File: config.mk
export PLATFORM = sky130hd
export DESIGN_NAME = etcp_timer
export DESIGN_NICKNAME = d
export VERILOG_FILES = /design/src/hw/etcp_pkg.sv /design/src/hw/etcp_timer.sv
export SDC_FILE = /design/constraint.sdc
export NUM_CORES = 1
export LEC_CHECK = 0
export BUFFER_PORTS_ARGS = -buffer_cell sky130_fd_sc_hd__buf_2
export CAP_MARGIN = 30
export CORE_MARGIN = 1.5
export CORE_UTILIZATION = 63
export DETAILED_ROUTE_END_ITERATION = 16
export GPL_TIMING_DRIVEN = 0
export PLACE_DENSITY = 0.87
export SLEW_MARGIN = 5
export SYNTH_ARGS = -nofsm -noshare
export SYNTH_HDL_FRONTEND = slang
export SYNTH_SLANG_ARGS = --single-unit
export TNS_END_PERCENT = 100
File: constraint.sdc
create_clock -name mclk -period 5 [get_ports mclk]
set_clock_uncertainty 0.05 [all_clocks]
set_input_delay 1 -clock mclk [delete_from_list [all_inputs] [get_ports mclk]]
set_output_delay 1 -clock mclk [all_outputs]
set_load 0.01 [all_outputs]
File: src/hw/etcp_pkg.sv
// Package for the enhanced timer with compare and PWM outputs.
// Holds register offsets, field positions, reset values and mode codes.
package etcp_pkg;
    localparam logic [2:0] ETCP_OFS_CTRL0 = 3'h0;
    localparam logic [2:0] ETCP_OFS_CHA_CTRL = 3'h1;
    localparam logic [2:0] ETCP_OFS_CHB_CTRL = 3'h2;
    localparam logic [2:0] ETCP_OFS_PERIOD = 3'h3;
    localparam logic [2:0] ETCP_OFS_CCA_LO = 3'h4;
    localparam logic [2:0] ETCP_OFS_CCA_HI = 3'h5;
    localparam logic [2:0] ETCP_OFS_CCB_LO = 3'h6;
    localparam logic [2:0] ETCP_OFS_CCB_HI = 3'h7;
    localparam int ETCP_ENABLE_BIT = 3;
    localparam int ETCP_FLAG_A_BIT = 0;
    localparam int ETCP_FLAG_B_BIT = 1;
    localparam int ETCP_FLAG_P_BIT = 2;
    localparam int ETCP_MODE_POS = 6;
    localparam int ETCP_FUNC_POS = 4;
    localparam int ETCP_INIT_BIT = 3;
    localparam int ETCP_INV_BIT = 2;
    localparam int ETCP_DIR_BIT = 1;
    localparam int ETCP_CLR_SEL_BIT = 0;
    localparam int ETCP_ALIGN_POS = 0;
    localparam logic [7:0] ETCP_CTRL_RST = 8'h00;
    localparam logic [7:0] ETCP_PERIOD_RST = 8'h00;
    localparam logic [15:0] ETCP_CC_RST = 16'h0000;
    localparam logic [1:0] ETCP_MODE_CMP = 2'h0;
    localparam logic [1:0] ETCP_MODE_CAP = 2'h1;
    localparam logic [1:0] ETCP_MODE_PWM = 2'h2;
    localparam logic [1:0] ETCP_MODE_TC = 2'h3;
    localparam logic [1:0] ETCP_FN_NONE = 2'h0;
    localparam logic [1:0] ETCP_FN_LOW = 2'h1;
    localparam logic [1:0] ETCP_FN_HIGH = 2'h2;
    localparam logic [1:0] ETCP_FN_TOGGLE = 2'h3;
    localparam logic [1:0] ETCP_CAP_OFF = 2'h3;
    localparam logic [1:0] ETCP_ALIGN_EDGE = 2'h0;
    localparam logic [1:0] ETCP_ALIGN_UP = 2'h1;
    localparam logic [1:0] ETCP_ALIGN_DOWN = 2'h2;
    localparam logic [1:0] ETCP_ALIGN_BOTH = 2'h3;
endpackage

File: src/hw/etcp_timer.sv
// Dual channel enhanced timer: 16-bit counter, period and two compare values.
// Assumes a synchronous byte register port and synchronous pin inputs.
// Operation
// - Channel B capture edges; code 11 disables capture.
// - Output function zero leaves pin B unchanged.
// - Match to initial level shows no change.
// - Enable rising edge restores initial pin level.
// - Initial-level bit sets start or active level.
// - Invert bit inverts a driven pin; no effect in timer or capture mode.
// - Alignment field selects edge or centre matching.
// - Period compares with counter upper byte.
// - Period match clears counter; zero means overflow.
// - Clear-select low: period/overflow clear, A and P flags.
// - Clear-select high: A match clears, no P flag.
// - Pins change only on own channel match.
// - Timer mode as compare mode, pins undriven.
// - PWM clear-select high: A period, B duty.
// - PWM clear-select low: period steps of 256.
// - Edge aligned pulses start at counter zero.
// - PWM raises A and B flags; P only with clear-select low.
// - PWM function forces level or enables waveform.
// - Direction flag reads 0 up, 1 down.
// - Enable rise clears counter; fall freezes it.
// - Duty at or above period gives 100%.
`timescale 1ns/1ps
module etcp_timer
(
    // Clock and reset
    input wire logic mclk,
    input wire logic srst,
    // Register port
    input wire logic [2:0] reg_addr,
    input wire logic [7:0] reg_wdata,
    input wire logic reg_wr,
    input wire logic reg_rd,
    output logic [7:0] reg_rdata,
    // Flag status and clearing, one bit per comparator A, B, P
    output logic [2:0] match_flags,
    input wire logic [2:0] match_flags_clr,
    // Channel pins
    input wire logic chan_a_pin_in,
    input wire logic chan_b_pin_in,
    output logic chan_a_pin,
    output logic chan_a_pin_oe,
    output logic chan_b_pin,
    output logic chan_b_pin_oe
);
    import etcp_pkg::*;

    logic [7:0] ctrl0_r;
    logic [7:0] chan_a_control_r;
    logic [7:0] channel_b_control_r;
    logic [7:0] period_compare_register_r;
    logic [15:0] chan_a_compare_value_r;
    logic [15:0] chan_b_compare_value_r;
    logic [15:0] cnt_r;
    logic [15:0] cnt_nxt;
    logic dir_down_r;
    logic dir_down_nxt;
    logic en_d_r;
    logic [2:0] flags_r;
    logic [2:0] flags_nxt;
    logic lvl_a_r;
    logic lvl_a_nxt;
    logic lvl_b_r;
    logic lvl_b_nxt;
    logic pin_b_in_d_r;
    logic [7:0] rdata_r;

    // Field decode.
    wire timer_enable_bit = ctrl0_r[ETCP_ENABLE_BIT];
    wire [1:0] mode_a = chan_a_control_r[ETCP_MODE_POS +: 2];
    wire [1:0] mode_b = channel_b_control_r[ETCP_MODE_POS +: 2];
    wire [1:0] func_a = chan_a_control_r[ETCP_FUNC_POS +: 2];
    wire [1:0] func_b = channel_b_control_r[ETCP_FUNC_POS +: 2];
    wire init_a = chan_a_control_r[ETCP_INIT_BIT];
    wire init_b = channel_b_control_r[ETCP_INIT_BIT];
    wire inv_a = chan_a_control_r[ETCP_INV_BIT];
    wire inv_b = channel_b_control_r[ETCP_INV_BIT];
    wire clr_sel = chan_a_control_r[ETCP_CLR_SEL_BIT];
    wire [1:0] align = channel_b_control_r[ETCP_ALIGN_POS +: 2];

    // Channel A mode governs the shared counter, as both must agree.
    wire is_cmp = (mode_a == ETCP_MODE_CMP);
    wire is_tc = (mode_a == ETCP_MODE_TC);
    wire is_pwm = (mode_a == ETCP_MODE_PWM);
    wire is_cap = (mode_a == ETCP_MODE_CAP);
    wire centre = is_pwm && (align != ETCP_ALIGN_EDGE);

    wire en_rise = timer_enable_bit && !en_d_r;
    wire run = timer_enable_bit;

    // Comparators.
    wire hit_a = run && (cnt_r == chan_a_compare_value_r);
    wire hit_b = run && (cnt_r == chan_b_compare_value_r);
    wire per_zero = (period_compare_register_r == 8'h00);
    wire hit_p = run && !per_zero && (cnt_r[15:8] == period_compare_register_r)
        && (cnt_r[7:0] == 8'h00);
    wire at_max = (cnt_r == 16'hFFFF);
    // An edge count clears on the step that would reach the match value, so the period
    // equals the programmed value instead of running one clock longer.
    wire [16:0] cnt_inc = {1'b0, cnt_r} + 17'h00001;
    wire reach_a = run && (cnt_inc == {1'b0, chan_a_compare_value_r});
    wire reach_p = run && !per_zero &&
        (cnt_inc == {1'b0, period_compare_register_r, 8'h00});
    wire a_match = (clr_sel && !centre) ? reach_a : hit_a;
    wire p_match = per_zero ? (run && at_max) : (centre ? hit_p : reach_p);
    // End of count: A match with clear-select high, else period or overflow.
    wire top = clr_sel ? a_match : p_match;
    // Period length for PWM duty comparison.
    wire [16:0] pwm_per = clr_sel ? {1'b0, chan_a_compare_value_r} :
        (per_zero ? 17'h10000 : {1'b0, period_compare_register_r, 8'h00});
    // Centre alignment may restrict on which direction matches count.
    wire dir_ok = !centre || (align == ETCP_ALIGN_BOTH) ||
        ((align == ETCP_ALIGN_UP) && !dir_down_r) ||
        ((align == ETCP_ALIGN_DOWN) && dir_down_r);
    wire ev_a = a_match && dir_ok;
    wire ev_b = hit_b && dir_ok;
    // Period flag suppressed when channel A clears the counter.
    wire ev_p = !clr_sel && p_match && !is_cap;

    // Counter: edge mode counts up and wraps; centre mode counts up then down.
    always_comb
    begin
        cnt_nxt = cnt_r;
        dir_down_nxt = dir_down_r;
        if (en_rise)
        begin
            cnt_nxt = 16'h0000;
            dir_down_nxt = 1'b0;
        end
        else if (run && !is_cap)
        begin
            if (centre)
            begin
                if (!dir_down_r && top)
                begin
                    dir_down_nxt = 1'b1;
                    cnt_nxt = cnt_r - 16'h0001;
                end
                else if (dir_down_r && (cnt_r == 16'h0000))
                begin
                    dir_down_nxt = 1'b0;
                    cnt_nxt = 16'h0001;
                end
                else if (dir_down_r)
                    cnt_nxt = cnt_r - 16'h0001;
                else
                    cnt_nxt = cnt_r + 16'h0001;
            end
            else if (top)
                cnt_nxt = 16'h0000;
            else
                cnt_nxt = cnt_r + 16'h0001;
        end
        else if (run)
            cnt_nxt = cnt_r + 16'h0001;
        // Disabled: counter holds its value.
    end

    // Sticky flags; a set in the clearing cycle wins.
    assign flags_nxt = (flags_r & ~match_flags_clr) |
        {ev_p && !is_cap, ev_b && !is_cap, ev_a && !is_cap};

    // Compare-mode level for one channel.
    function automatic logic cmp_level(input logic cur, input logic [1:0] fn);
        case (fn)
            ETCP_FN_LOW: cmp_level = 1'b0;
            ETCP_FN_HIGH: cmp_level = 1'b1;
            ETCP_FN_TOGGLE: cmp_level = !cur;
            default: cmp_level = cur;
        endcase
    endfunction

    // Pin levels move only on their own match; period never steers them.
    always_comb
    begin
        lvl_a_nxt = lvl_a_r;
        lvl_b_nxt = lvl_b_r;
        if (en_rise)
        begin
            lvl_a_nxt = init_a;
            lvl_b_nxt = init_b;
        end
        else
        begin
            if (ev_a)
                lvl_a_nxt = cmp_level(lvl_a_r, func_a);
            if (ev_b)
                lvl_b_nxt = cmp_level(lvl_b_r, func_b);
        end
    end

    // PWM active phase: counter below duty, or always when duty reaches period.
    wire act_a = ({1'b0, chan_a_compare_value_r} >= pwm_per) ||
        (cnt_r < chan_a_compare_value_r);
    wire act_b = ({1'b0, chan_b_compare_value_r} >= pwm_per) ||
        (cnt_r < chan_b_compare_value_r);

    function automatic logic pwm_level(input logic act, input logic fn_lo,
        input logic fn_hi, input logic pol);
        logic a;
        a = fn_hi ? act : fn_lo;
        pwm_level = pol ? a : !a;
    endfunction

    // Output composition: PWM levels, then inversion.
    wire raw_a = is_pwm ? pwm_level(act_a, func_a[0], func_a[1], init_a) : lvl_a_r;
    wire raw_b = is_pwm ? pwm_level(act_b, func_b[0], func_b[1], init_b) : lvl_b_r;
    wire drive_a = (is_cmp || is_pwm) && !(is_pwm && clr_sel);
    wire drive_b = is_cmp || is_pwm;

    // Capture on channel B edges, with code 11 meaning off.
    wire b_rise = chan_b_pin_in && !pin_b_in_d_r;
    wire b_fall = !chan_b_pin_in && pin_b_in_d_r;
    wire cap_b = is_cap && run && (func_b != ETCP_CAP_OFF) &&
        ((func_b == 2'h0) ? b_rise : (b_rise || b_fall));

    // Register read mux.
    wire [7:0] rd_mux =
        (reg_addr == ETCP_OFS_CTRL0) ? {ctrl0_r[7:3], flags_r} :
        (reg_addr == ETCP_OFS_CHA_CTRL) ?
            {chan_a_control_r[7:2], dir_down_r, chan_a_control_r[0]} :
        (reg_addr == ETCP_OFS_CHB_CTRL) ? channel_b_control_r :
        (reg_addr == ETCP_OFS_PERIOD) ? period_compare_register_r :
        (reg_addr == ETCP_OFS_CCA_LO) ? chan_a_compare_value_r[7:0] :
        (reg_addr == ETCP_OFS_CCA_HI) ? chan_a_compare_value_r[15:8] :
        (reg_addr == ETCP_OFS_CCB_LO) ? chan_b_compare_value_r[7:0] :
        chan_b_compare_value_r[15:8];

    always_ff @(posedge mclk)
    begin
        if (srst)
        begin
            ctrl0_r <= ETCP_CTRL_RST;
            chan_a_control_r <= ETCP_CTRL_RST;
            channel_b_control_r <= ETCP_CTRL_RST;
            period_compare_register_r <= ETCP_PERIOD_RST;
            chan_a_compare_value_r <= ETCP_CC_RST;
            chan_b_compare_value_r <= ETCP_CC_RST;
        end
        else
        begin
            if (reg_wr && reg_addr == ETCP_OFS_CTRL0)
                ctrl0_r <= {reg_wdata[7:3], 3'h0};
            else if (reg_wr && reg_addr == ETCP_OFS_CHA_CTRL)
                chan_a_control_r <= {reg_wdata[7:2], 1'b0, reg_wdata[0]};
            else if (reg_wr && reg_addr == ETCP_OFS_CHB_CTRL)
                channel_b_control_r <= reg_wdata;
            else if (reg_wr && reg_addr == ETCP_OFS_PERIOD)
                period_compare_register_r <= reg_wdata;
            else if (reg_wr && reg_addr == ETCP_OFS_CCA_LO)
                chan_a_compare_value_r[7:0] <= reg_wdata;
            else if (reg_wr && reg_addr == ETCP_OFS_CCA_HI)
                chan_a_compare_value_r[15:8] <= reg_wdata;
            else if (reg_wr && reg_addr == ETCP_OFS_CCB_LO)
                chan_b_compare_value_r[7:0] <= reg_wdata;
            else if (reg_wr && reg_addr == ETCP_OFS_CCB_HI)
                chan_b_compare_value_r[15:8] <= reg_wdata;
            if (cap_b)
                chan_b_compare_value_r <= cnt_r;
        end
    end

    always_ff @(posedge mclk)
    begin
        if (srst)
        begin
            cnt_r <= 16'h0000;
            dir_down_r <= 1'b0;
            en_d_r <= 1'b0;
            flags_r <= 3'h0;
            lvl_a_r <= 1'b0;
            lvl_b_r <= 1'b0;
            pin_b_in_d_r <= 1'b0;
            rdata_r <= 8'h00;
        end
        else
        begin
            cnt_r <= cnt_nxt;
            dir_down_r <= dir_down_nxt;
            en_d_r <= timer_enable_bit;
            flags_r <= flags_nxt;
            lvl_a_r <= lvl_a_nxt;
            lvl_b_r <= lvl_b_nxt;
            pin_b_in_d_r <= chan_b_pin_in;
            rdata_r <= reg_rd ? rd_mux : 8'h00;
        end
    end

    // Channel A input is reserved for the capture path beside this block.
    wire unused_a_in = chan_a_pin_in;

    assign reg_rdata = rdata_r;
    assign match_flags = flags_r;
    assign chan_a_pin = (raw_a ^ inv_a) && drive_a;
    assign chan_b_pin = (raw_b ^ inv_b) && drive_b;
    assign chan_a_pin_oe = drive_a;
    assign chan_b_pin_oe = drive_b;

    property p_flag_a_set;
        @(posedge mclk) disable iff (srst) (ev_a && !is_cap) |=> match_flags[ETCP_FLAG_A_BIT];
    endproperty
    a_flag_a_set: assert property (p_flag_a_set) else $error("flag A not set on match");

    property p_no_p_flag;
        @(posedge mclk) disable iff (srst)
            (clr_sel && !match_flags[ETCP_FLAG_P_BIT]) |=>
            !match_flags[ETCP_FLAG_P_BIT];
    endproperty
    a_no_p_flag: assert property (p_no_p_flag) else $error("period flag with clear select");

    property p_en_rise_clear;
        @(posedge mclk) disable iff (srst) en_rise |=> (cnt_r == 16'h0000);
    endproperty
    a_en_rise_clear: assert property (p_en_rise_clear) else $error("counter not cleared");

    property p_freeze;
        @(posedge mclk) disable iff (srst) (!timer_enable_bit ##1 !timer_enable_bit)
            |-> $stable(cnt_r);
    endproperty
    a_freeze: assert property (p_freeze) else $error("counter moved while off");

    property p_init_level;
        @(posedge mclk) disable iff (srst) (en_rise && is_cmp) |=> (lvl_b_r == $past(init_b));
    endproperty
    a_init_level: assert property (p_init_level) else $error("pin B not at initial level");

    property p_b_hold;
        @(posedge mclk) disable iff (srst) (!ev_b && !en_rise) |=> $stable(lvl_b_r);
    endproperty
    a_b_hold: assert property (p_b_hold) else $error("pin B moved without match");

    property p_tc_free;
        @(posedge mclk) disable iff (srst) is_tc |-> (!chan_a_pin_oe && !chan_b_pin_oe);
    endproperty
    a_tc_free: assert property (p_tc_free) else $error("pin driven in timer mode");

    property p_edge_wrap;
        @(posedge mclk) disable iff (srst)
            (run && !en_rise && !is_cap && !centre && !clr_sel && per_zero && at_max)
            |=> (cnt_r == 16'h0000);
    endproperty
    a_edge_wrap: assert property (p_edge_wrap) else $error("no overflow wrap");

    property p_full_duty;
        @(posedge mclk) disable iff (srst)
            (is_pwm && func_b == ETCP_FN_HIGH && init_b && !inv_b &&
            ({1'b0, chan_b_compare_value_r} >= pwm_per)) |-> chan_b_pin;
    endproperty
    a_full_duty: assert property (p_full_duty) else $error("duty not full");

    property p_p_flag_set;
        @(posedge mclk) disable iff (srst) ev_p |=> match_flags[ETCP_FLAG_P_BIT];
    endproperty
    a_p_flag_set: assert property (p_p_flag_set) else $error("period flag not set");

    property p_pwm_a_off;
        @(posedge mclk) disable iff (srst) (is_pwm && clr_sel) |-> !chan_a_pin_oe;
    endproperty
    a_pwm_a_off: assert property (p_pwm_a_off) else $error("pin A driven in PWM");

    property p_centre_turn;
        @(posedge mclk) disable iff (srst)
            (run && !en_rise && centre && !dir_down_r && top) |=> dir_down_r;
    endproperty
    a_centre_turn: assert property (p_centre_turn) else $error("no turn at top");

    property p_dir_read;
        @(posedge mclk) disable iff (srst) (reg_rd && reg_addr == ETCP_OFS_CHA_CTRL)
            |=> (reg_rdata[ETCP_DIR_BIT] == $past(dir_down_r));
    endproperty
    a_dir_read: assert property (p_dir_read) else $error("direction flag misread");

    property p_edge_lead;
        @(posedge mclk) disable iff (srst)
            (is_pwm && !centre && func_b == ETCP_FN_HIGH && cnt_r == 16'h0000 &&
            chan_b_compare_value_r != 16'h0000) |-> (chan_b_pin == (init_b ^ inv_b));
    endproperty
    a_edge_lead: assert property (p_edge_lead) else $error("PWM edge not at count zero");
endmodule // etcp_timer

==> out/metrics.yaml, run 1 <==
result_of_the_run: "completed"
rows: 40
design.final.nets: 1120
worstSkewPairLatency_ns: 0.37
cts_max_path_buffers: 2
edff_count_synth: 0
multi_input_comb_area_sq_mm: 0.00530
number_of_iterations_in_the_first_detailed_routing_pass: 6
timing.critical_path.from_type: "flip-flop"
report.final.slew_viol_count: 0
ant_nets: 0
yosys.cell_types.count: 77
dpl_cell_area_sq_mm: 0.00795
gr-usage-all-layers: 0.429
vias: 8151
power_leakage_uw: 0.00308
die_area_sq_mm: 0.0128
finalWorstPathRequiredPeriod_ns: 4.79
crit_fanout: 19
initial_utilization: 0.641
postRouteWirelength_um: 27000
max-vdd-ir-drop_mv: 0.204
path_cells: "buf_4, mux2i_1, ha_1, o21a_1, o21a_1, o21a_1, o21a_1, o21ai_0, nand2b_1, a211oi_1, o22ai_1, xor2_1, o21ai_0, buf_2"
timing.fmax_mhz: 209
cts.reportedPaths.clkPinSlew_ns: 0.08
drt_iter0_markers: 1576
post_synthesis_cell_count: 999
cts_root_buf: "clkbuf_16"
timing.setup.critical_path_class: "flip-flop to output port"
seq_area_frac_synth: 0.241
startpoint: "chan_a_control_r[0]"
worst-endpoint-arrival_ns: 3.74
critical_path.most_common_cell: "o21a_1"
worst_setup_path_end_kind: "output port"
antenna_found_initial: 0
rrSetupSlack_ns: 1.10
critical_path.reg2reg.startpoint: "chan_a_compare_value_r[10]"
largest_net_degree_at_the_start_of_global_routing: 21
maxSlewHeadroom: 0.405
htreeDepth: 3
gpl.final_weighted_congestion: 1.06
grt_first_pass_wirelength_um: 41700
drive_above_1_share: 0.0940
whs_ns: 0.407
ff_latch_area_sq_mm: 0.00184
final_design_area_no_fill_sq_mm: 0.00828
synthToLayoutAreaGrowth_pct: 8.39
yosys.area.top_type: "dfxtp_1"
measured_slew_at_the_worst_slew_check_pin_ns: 0.889
synth.yosys.warnings: 0
postSynthNetCount: 1082
holdBufCountCts: 0
grt_remaining_overflow: 0
cts_inserted_buffers: 9
dp_hpwl_um: 20400
route.detailed.wl_per_inst_um: 22.7
port_buffers: 26
cellPowerDensity_mw_per_mm2: 218
yosys.area.top_type_share: 0.241
n_fill_cell: 1027
synthesis.area_sq_mm: 0.00764
die-height_um: 113
fp.dieW_um: 113
post_synth.cell_area_avg_sq_um: 7.64
drc: 0
design.portCount: 35
grt_setup_unrepaired: "false"
finalSetupViolCount: 0
critPathSlowestCell: "dfxtp_1"
clock_sinks: 92
hold_path_startpoint: "channel_b_control_r[6]"
finish.utilization: 0.695
placeableCoreArea_sq_mm: 0.0119
total_of_max_cap_violations: 0
first_global_vias: 7389
hp-class: "flip-flop to flip-flop"
tritoncts_clock_tree: "done"
setup_tns_ns: 0
worstPathRequired_ns: 3.95
final.period_utilization: 0.958
finalHoldViolCount: 0
synth_top_cells_by_area: "dfxtp_1, ha_1, nand2_1"
top_flip_flop_cell_by_instance_count_after_synthesis: "dfxtp_1"
synthArstFlopShare: 0
average_via_count_per_standard_cell: 6.85
ys_seq_elements: 92
slowest_delay_ns: 0.53
sequential cells by signal, summed over array words and instances (netlist names):
name / count
chan_a_compare_value_r: 16
chan_b_compare_value_r: 16
cnt_r: 16
channel_b_control_r: 8
period_compare_register_r: 8
reg_rdata: 8
chan_a_control_r: 7
ctrl0_r: 5
match_flags: 3
dir_down_r: 1
en_d_r: 1
lvl_a_r: 1
lvl_b_r: 1
pin_b_in_d_r: 1
cell families (layout without fill, tap and decap cells):
logic type      after synthesis  after routing  share of synthesized area
buf+inv                     119            162                     0.0644
mux                          39             39                     0.0642
other cells                   0              1                          0
simple gates                370            370                      0.243
xor+xnor                     57             57                     0.0654
fa+ha+maj                    63             63                      0.103
flops                        92             92                      0.241
compound gates              259            259                      0.218
through the flow:
stage / cells / total power (uW) / worst slack (ns)
4_1_cts: 1187 / 1780 / 0.0794
5_1_grt: 1189 / 1850 / 0.00890
2_1_floorplan: 999 / 982 / 0.774
3_5_place_dp: 1172 / 1080 / 0.00853
6_report: 1190 / 1810 / 0.208
3_3_place_gp: 1172 / 1070 / -0.0124
synth_stat cells (19+ instances only):
library cell	n
o21ai_0	51
dfxtp_1	92
nand2_1	123
nor2_1	94
inv_1	49
xnor2_1	45
clkbuf_1	35
ha_1	63
a21oi_1	84
mux2i_1	31
nor3_1	19
routing by layer:
metal  vias to the layer above  global-route usage  share of wire  wire length (um)
li1                       3668                   -              -                 -
met1                      3759               0.584           0.39             10600
met2                       616               0.648           0.43             11500
met3                       108               0.112           0.14              3720
met4                         0               0.172          0.044              1180
met5                         -                   0              0                 0
layout by cell type (no fill, tap or decap), types with 19 or more instances in the layout:
cell      netlist  layout
a21oi_1        84      84
buf_2          14      41
clkbuf_1       35      33
dfxtp_1        92      92
ha_1           63      63
inv_1          49      49
mux2i_1        31      31
nand2_1       123     123
nor2_1         94      94
nor3_1         19      19
o21ai_0        51      51
xnor2_1        45      45
repair_timing:
item / in CTS / in global routing
pin swaps: 0 / 0
setup buffers: 0 / 0
gates resized for setup: 1 / 3
endpoints found under the hold margin: 0 / 0
endpoints found under the setup margin: 2 / 1
final timing paths:
path,to,cells after the start
max,chan_a_pin,14
min,channel_b_control_r[6],2
max reg2reg,cnt_r[8],13
min reg2reg,channel_b_control_r[6],2
critical path, delay by kind of cell (launching register included):
kind                     cells  cell delay [ns]
AO/OA/AOI/OAI                8             1.45
flip-flops                   1             0.53
buffers and inverters        2             0.52
multiplexers                 1             0.31
adder cells (fa/ha/maj)      1             0.28
XOR/XNOR                     1             0.20
AND/OR/NAND/NOR              1             0.08
where the power goes:
| group | switching (uW) | internal (uW) |
|---|---|---|
| clock network | 370 | 360 |
| logic | 195 | 111 |
| registers | 22.9 | 748 |
cell type report:
| class | count | share of cell area |
|---|---|---|
| clock buffer | 9 | 0.0272 |
| clock inverter | 7 | 0.0104 |
| buffer | 68 | 0.0367 |
| inverter | 50 | 0.0227 |
| tap | 147 | 0.0222 |
| multi-input combinational | 788 | 0.641 |
| antenna | 1 | 0.000302 |
| sequential | 92 | 0.222 |
| timing repair buffer | 28 | 0.0172 |
(Power assumes the default switching activity.)
==> inputs of run 2 (changes only) <==
Settings changed: CORE_UTILIZATION 63 to 48, PLACE_DENSITY 0.87 to 0.7.
==> run 2 against run 1 <==
Net effect: final cell count rose by 5.2%; first-iteration DRC count is 35% lower; power shrank 1.1%; via count decreased by 2.4%; global-route usage shrank 9.7 points; sequential cell count is the same; wire length is 0.38% higher; die area is 30% higher; largest cell class unchanged.
==> out/metrics.yaml, run 2 (synthesized netlist as in run 1, its figures left out) <==
placeableCoreArea_sq_mm: 0.0154
cts_max_path_buffers: 2
final.period_utilization: 0.965
design.portCount: 35
cts_inserted_buffers: 9
detailedPlace.worstSlack_ns: 0.00594
route.detailed.wl_per_inst_um: 21.7
crit_fanout: 19
drive_above_1_share: 0.0922
grt_remaining_overflow: 0
worstPathRequired_ns: 3.95
hp-class: "flip-flop to flip-flop"
gr-usage-all-layers: 0.331
slowest_delay_ns: 0.52
cellPowerDensity_mw_per_mm2: 214
timing.critical_path.from_type: "flip-flop"
rows: 45
tritoncts_clock_tree: "done"
first_global_vias: 7089
antenna_found_initial: 3
clock_sinks: 92
grt_setup_unrepaired: "false"
post-cts-setup-buffer-count: 0
fp.dieW_um: 129
htreeDepth: 3
gpl.final_weighted_congestion: 1.01
crit_buf_inv: 2
layout.cells.most_common_list: "nand2_1, nor2_1, dfxtp_1"
cts_root_buf: "clkbuf_16"
timing.setup.critical_path_class: "flip-flop to output port"
result_of_the_run: "completed"
largest_registers: "chan_a_compare_value_r x16, chan_b_compare_value_r x16, cnt_r x16"
finalWorstPathRequiredPeriod_ns: 4.82
die_area_sq_mm: 0.0167
critPathSlowestCell: "dfxtp_1"
layout.cells.most_common: "nand2_1"
layout_setup_ws_ns: 0.177
overall_power_after_layout_uw: 1790
drc: 0
maxSlewHeadroom: 0.376
finalHoldViolCount: 0
die-height_um: 129
timing.fmax_mhz: 207
number_of_iterations_in_the_first_detailed_routing_pass: 8
synthToLayoutAreaGrowth_pct: 9.19
measured_slew_at_the_worst_slew_check_pin_ns: 0.932
largest_net_degree_at_the_start_of_global_routing: 20
power_leakage_uw: 0.00306
cts.reportedPaths.clkPinSlew_ns: 0.08
dp_hpwl_um: 20900
max-vdd-ir-drop_mv: 0.191
ant_nets: 0
category_of_cells_accounting_for_the_largest_share_of_critical_path_delay: "compound AO/OA/AOI/OAI gates"
n_fill_cell: 1522
total_of_max_cap_violations: 0
initial_utilization: 0.497
worst_setup_path_end_kind: "output port"
postRouteWirelength_um: 27100
vias: 7952
whs_ns: 0.407
port_buffers: 26
insertedDiodeCount: 0
critical_path.most_common_cell: "o21a_1"
worst-endpoint-arrival_ns: 3.77
finalSetupViolCount: 0
grt_first_pass_wirelength_um: 41300
design.final.nets: 1119
report.final.slew_viol_count: 0
worstSkewPairLatency_ns: 0.36
drt_iter0_markers: 1026
average_via_count_per_standard_cell: 6.35
path_cells: "clkbuf_4, mux2i_1, ha_1, o21a_1, o21a_1, o21a_1, o21a_1, o21ai_0, nand2b_1, a211oi_1, o22ai_1, xor2_1, o21ai_0, buf_2"
[run 2: cell count changes in the layout (fill, tap and decap cells not counted), sizes merged]
cell and change:
clkinv -3, buf -2, clkbuf +2, clkinvlp +2
bufinv +1, diode -1, inv -1
[run 2: worst register-to-register path, delay by kind of cell (launching register included)]
family                     cells  cell delay (ns)
buffers and inverters          1             0.22
adders and majority gates      1             0.40
and+or+nand+nor                9             2.06
AOI/OAI and AO/OA              1             0.41
DFF                            1             0.57
[run 2: final cells by class]
cell class	count	area (sq um)	share of cell area
Buffer	68	304	0.0365
Clock buffer	10	229	0.0275
Clock inverter	6	71.3	0.00855
Inverter	50	188	0.0225
Multi-Input combinational cell	788	5300	0.636
Sequential cell	92	1840	0.221
Tap cell	211	264	0.0317
Timing Repair Buffer	27	138	0.0165
[run 2: final timing paths]
check	end	slack [ns]	startpoint	cells after the start
min	channel_b_control_r[6]	0.41	channel_b_control_r[6]	2
max	chan_a_pin	0.18	chan_a_control_r[0]	14
max reg2reg	cnt_r[10]	1.15	cnt_r[1]	12
min reg2reg	channel_b_control_r[6]	0.41	channel_b_control_r[6]	2
[run 2: report_power, final]
part	leakage, uW	total (uW)	internal (uW)	switching [uW]
combinational	0.00218	301	111	191
clock	0.000140	715	394	322
sequential	0.000745	771	748	22.8
[run 2: timing repair]
item | in CTS | in global routing
resized for setup | 1 | 2
hold endpoints to repair | 0 | 0
hold buffers | 0 | 0
endpoints found under the setup margin | 2 | 1
gates cloned | 0 | 0
[run 2: routing by layer]
metal | up-vias | track usage | routed length [um]
li1 | 3652 | - | -
met1 | 3758 | 0.458 | 11400
met2 | 463 | 0.497 | 11700
met3 | 77 | 0.0751 | 3120
met4 | 2 | 0.135 | 944
met5 | - | 0 | 13
[run 2: through the flow]
| step | cells | utilization | area, sq um | TNS [ns] |
|---|---|---|---|---|
| 6_report | 1252 | 0.543 | 8340 | 0 |
| 5_1_grt | 1252 | 0.543 | 8340 | 0 |
| 2_1_floorplan | 999 | - | 7640 | 0 |
| 4_1_cts | 1251 | 0.542 | 8330 | 0 |
| 3_5_place_dp | 1236 | 0.523 | 8030 | 0 |
| 3_3_place_gp | 1236 | 0.523 | 8030 | -0.0197 |
==> inputs of run 3 (changes only) <==
Settings changed: BUFFER_PORTS_ARGS -buffer_cell sky130_fd_sc_hd__buf_2 to default, DONT_BUFFER_PORTS from default to 1, PLACE_DENSITY 0.7 to 0.68.
==> run 3 against run 2 <==
Net effect: wire length rose by 0.28%; via count is 3.0% lower; sequential cell count unchanged; critical path type unchanged; core utilization decreased by 0.99 points; count of clock-buffer cells in the layout is the same.
==> out/metrics.yaml, run 3 (synthesized netlist as in run 1, its figures left out) <==
result_of_the_run: "completed"
drt_iter0_markers: 1104
finalHoldViolCount: 0
worstPathRequired_ns: 3.95
dp_hpwl_um: 21200
tritoncts_clock_tree: "done"
hp-class: "flip-flop to flip-flop"
worst_setup_path_end_kind: "output port"
crit_fanout: 19
placedCellCount: 1210
postRouteWirelength_um: 27200
fp.dieW_um: 129
design.final.nets: 1093
max-vdd-ir-drop_mv: 0.172
holdBufCountCts: 0
antenna_found_initial: 0
final.period_utilization: 0.952
layout.cells.most_common_list: "nand2_1, nor2_1, dfxtp_1"
cts.reportedPaths.clkPinSlew_ns: 0.07
insertedDiodeCount: 0
finish.cell_count_without_fillers: 1226
timing.hold.worst_path_depth: 2
worstSkewPairLatency_ns: 0.36
cellPowerDensity_mw_per_mm2: 212
grt_remaining_overflow: 0
total_of_max_cap_violations: 0
whs_ns: 0.433
largest_registers: "chan_a_compare_value_r x16, chan_b_compare_value_r x16, cnt_r x16"
layout.cells.most_common: "nand2_1"
grt_first_pass_wirelength_um: 41500
measured_slew_at_the_worst_slew_check_pin_ns: 0.915
dpl_cell_area_sq_mm: 0.00790
initial_utilization: 0.497
timing.fmax_mhz: 210
timing.critical_path.from_type: "flip-flop"
rows: 45
finalSetupViolCount: 0
final_design_area_no_fill_sq_mm: 0.00819
gr-usage-all-layers: 0.334
largest_net_degree_at_the_start_of_global_routing: 18
report.final.slew_viol_count: 0
gpl.final_weighted_congestion: 1.04
timing.setup.critical_path_class: "flip-flop to output port"
cts_max_path_buffers: 2
drc: 0
placeableCoreArea_sq_mm: 0.0154
finalWorstPathRequiredPeriod_ns: 4.76
cts_inserted_buffers: 9
synthToLayoutAreaGrowth_pct: 7.21
clock_sinks: 92
average_via_count_per_standard_cell: 6.29
cts_root_buf: "clkbuf_16"
worst-endpoint-arrival_ns: 3.71
port_buffers: 0
ant_nets: 0
route.detailed.wl_per_inst_um: 22.2
power_leakage_uw: 0.00293
first_global_vias: 6864
grt_setup_unrepaired: "false"
maxSlewHeadroom: 0.385
vias: 7717
post-cts-setup-buffer-count: 0
drive_above_1_share: 0.0690
die-height_um: 129
htreeDepth: 3
die_area_sq_mm: 0.0167
rr_worst_depth: 13
design.portCount: 35
setup_tns_ns: 0
number_of_iterations_in_the_first_detailed_routing_pass: 6
==> run 3: cell count changes in the layout (fill, tap and decap cells not counted), sizes merged <==
cell    previous run  this run
clkbuf            46        45
bufinv             1         0
buf               59        34
inv               52        53
==> run 3: area by class of cell <==
| class | instances | area [sq um] |
|---|---|---|
| plain buffers | 68 | 304 |
| repair buffers | 1 | 5.00 |
| clock buffers | 10 | 229 |
| fillers | 1565 | 7180 |
| well taps | 211 | 264 |
| multi-input cells | 788 | 5300 |
| flip-flops and latches | 92 | 1840 |
| clock inverters | 6 | 52.6 |
| inverters | 50 | 188 |
==> run 3: worst max-delay path, stage by stage (launching register included) <==
cell	delay [ns]
dfxtp_1	0.51
clkbuf_4	0.40
mux2i_1	0.30
ha_1	0.27
o21a_1	0.17
o21a_1	0.16
o21a_1	0.16
o21a_1	0.16
o21ai_0	0.15
nand2b_1	0.08
a211oi_1	0.31
o22ai_1	0.19
xor2_1	0.20
o21ai_1	0.27
==> run 3: path summary, 6_finish.rpt <==
check,from,endpoint,slack (ns)
worst min-delay path,channel_b_control_r[7],channel_b_control_r[7],0.43
worst max-delay path,chan_a_control_r[0],chan_a_pin,0.24
worst max register to register,cnt_r[1],cnt_r[8],1.15
worst min register to register,channel_b_control_r[7],channel_b_control_r[7],0.43
==> run 3: timing repair <==
action                                  4_1_cts  5_1_grt
endpoints found under the setup margin        2        1
hold endpoints to repair                      0        0
resized for setup                             4        0
==> run 3: stage by stage <==
step	worst slack, ns	power (uW)	util
after floorplan	0.774	982	-
after global placement	-0.0773	1060	0.514
after detailed placement	-0.151	1070	0.514
after CTS	0.0523	1730	0.533
after global routing	0.0478	1790	0.533
final	0.242	1740	0.533
==> run 3: per-layer routing <==
| layer | vias up | wire length [um] | global-route usage |
|---|---|---|---|
| li1 | 3602 | - | - |
| met1 | 3582 | 11600 | 0.477 |
| met2 | 468 | 11700 | 0.508 |
| met3 | 65 | 3090 | 0.0665 |
| met4 | 0 | 797 | 0.102 |
| met5 | - | 0 | 0 |
==> run 3: where the power goes <==
group          leakage (uW)  internal [uW]  switching (uW)
Sequential         0.000745            748            24.6
Combinational       0.00206            105             182
Clock              0.000132            347             330
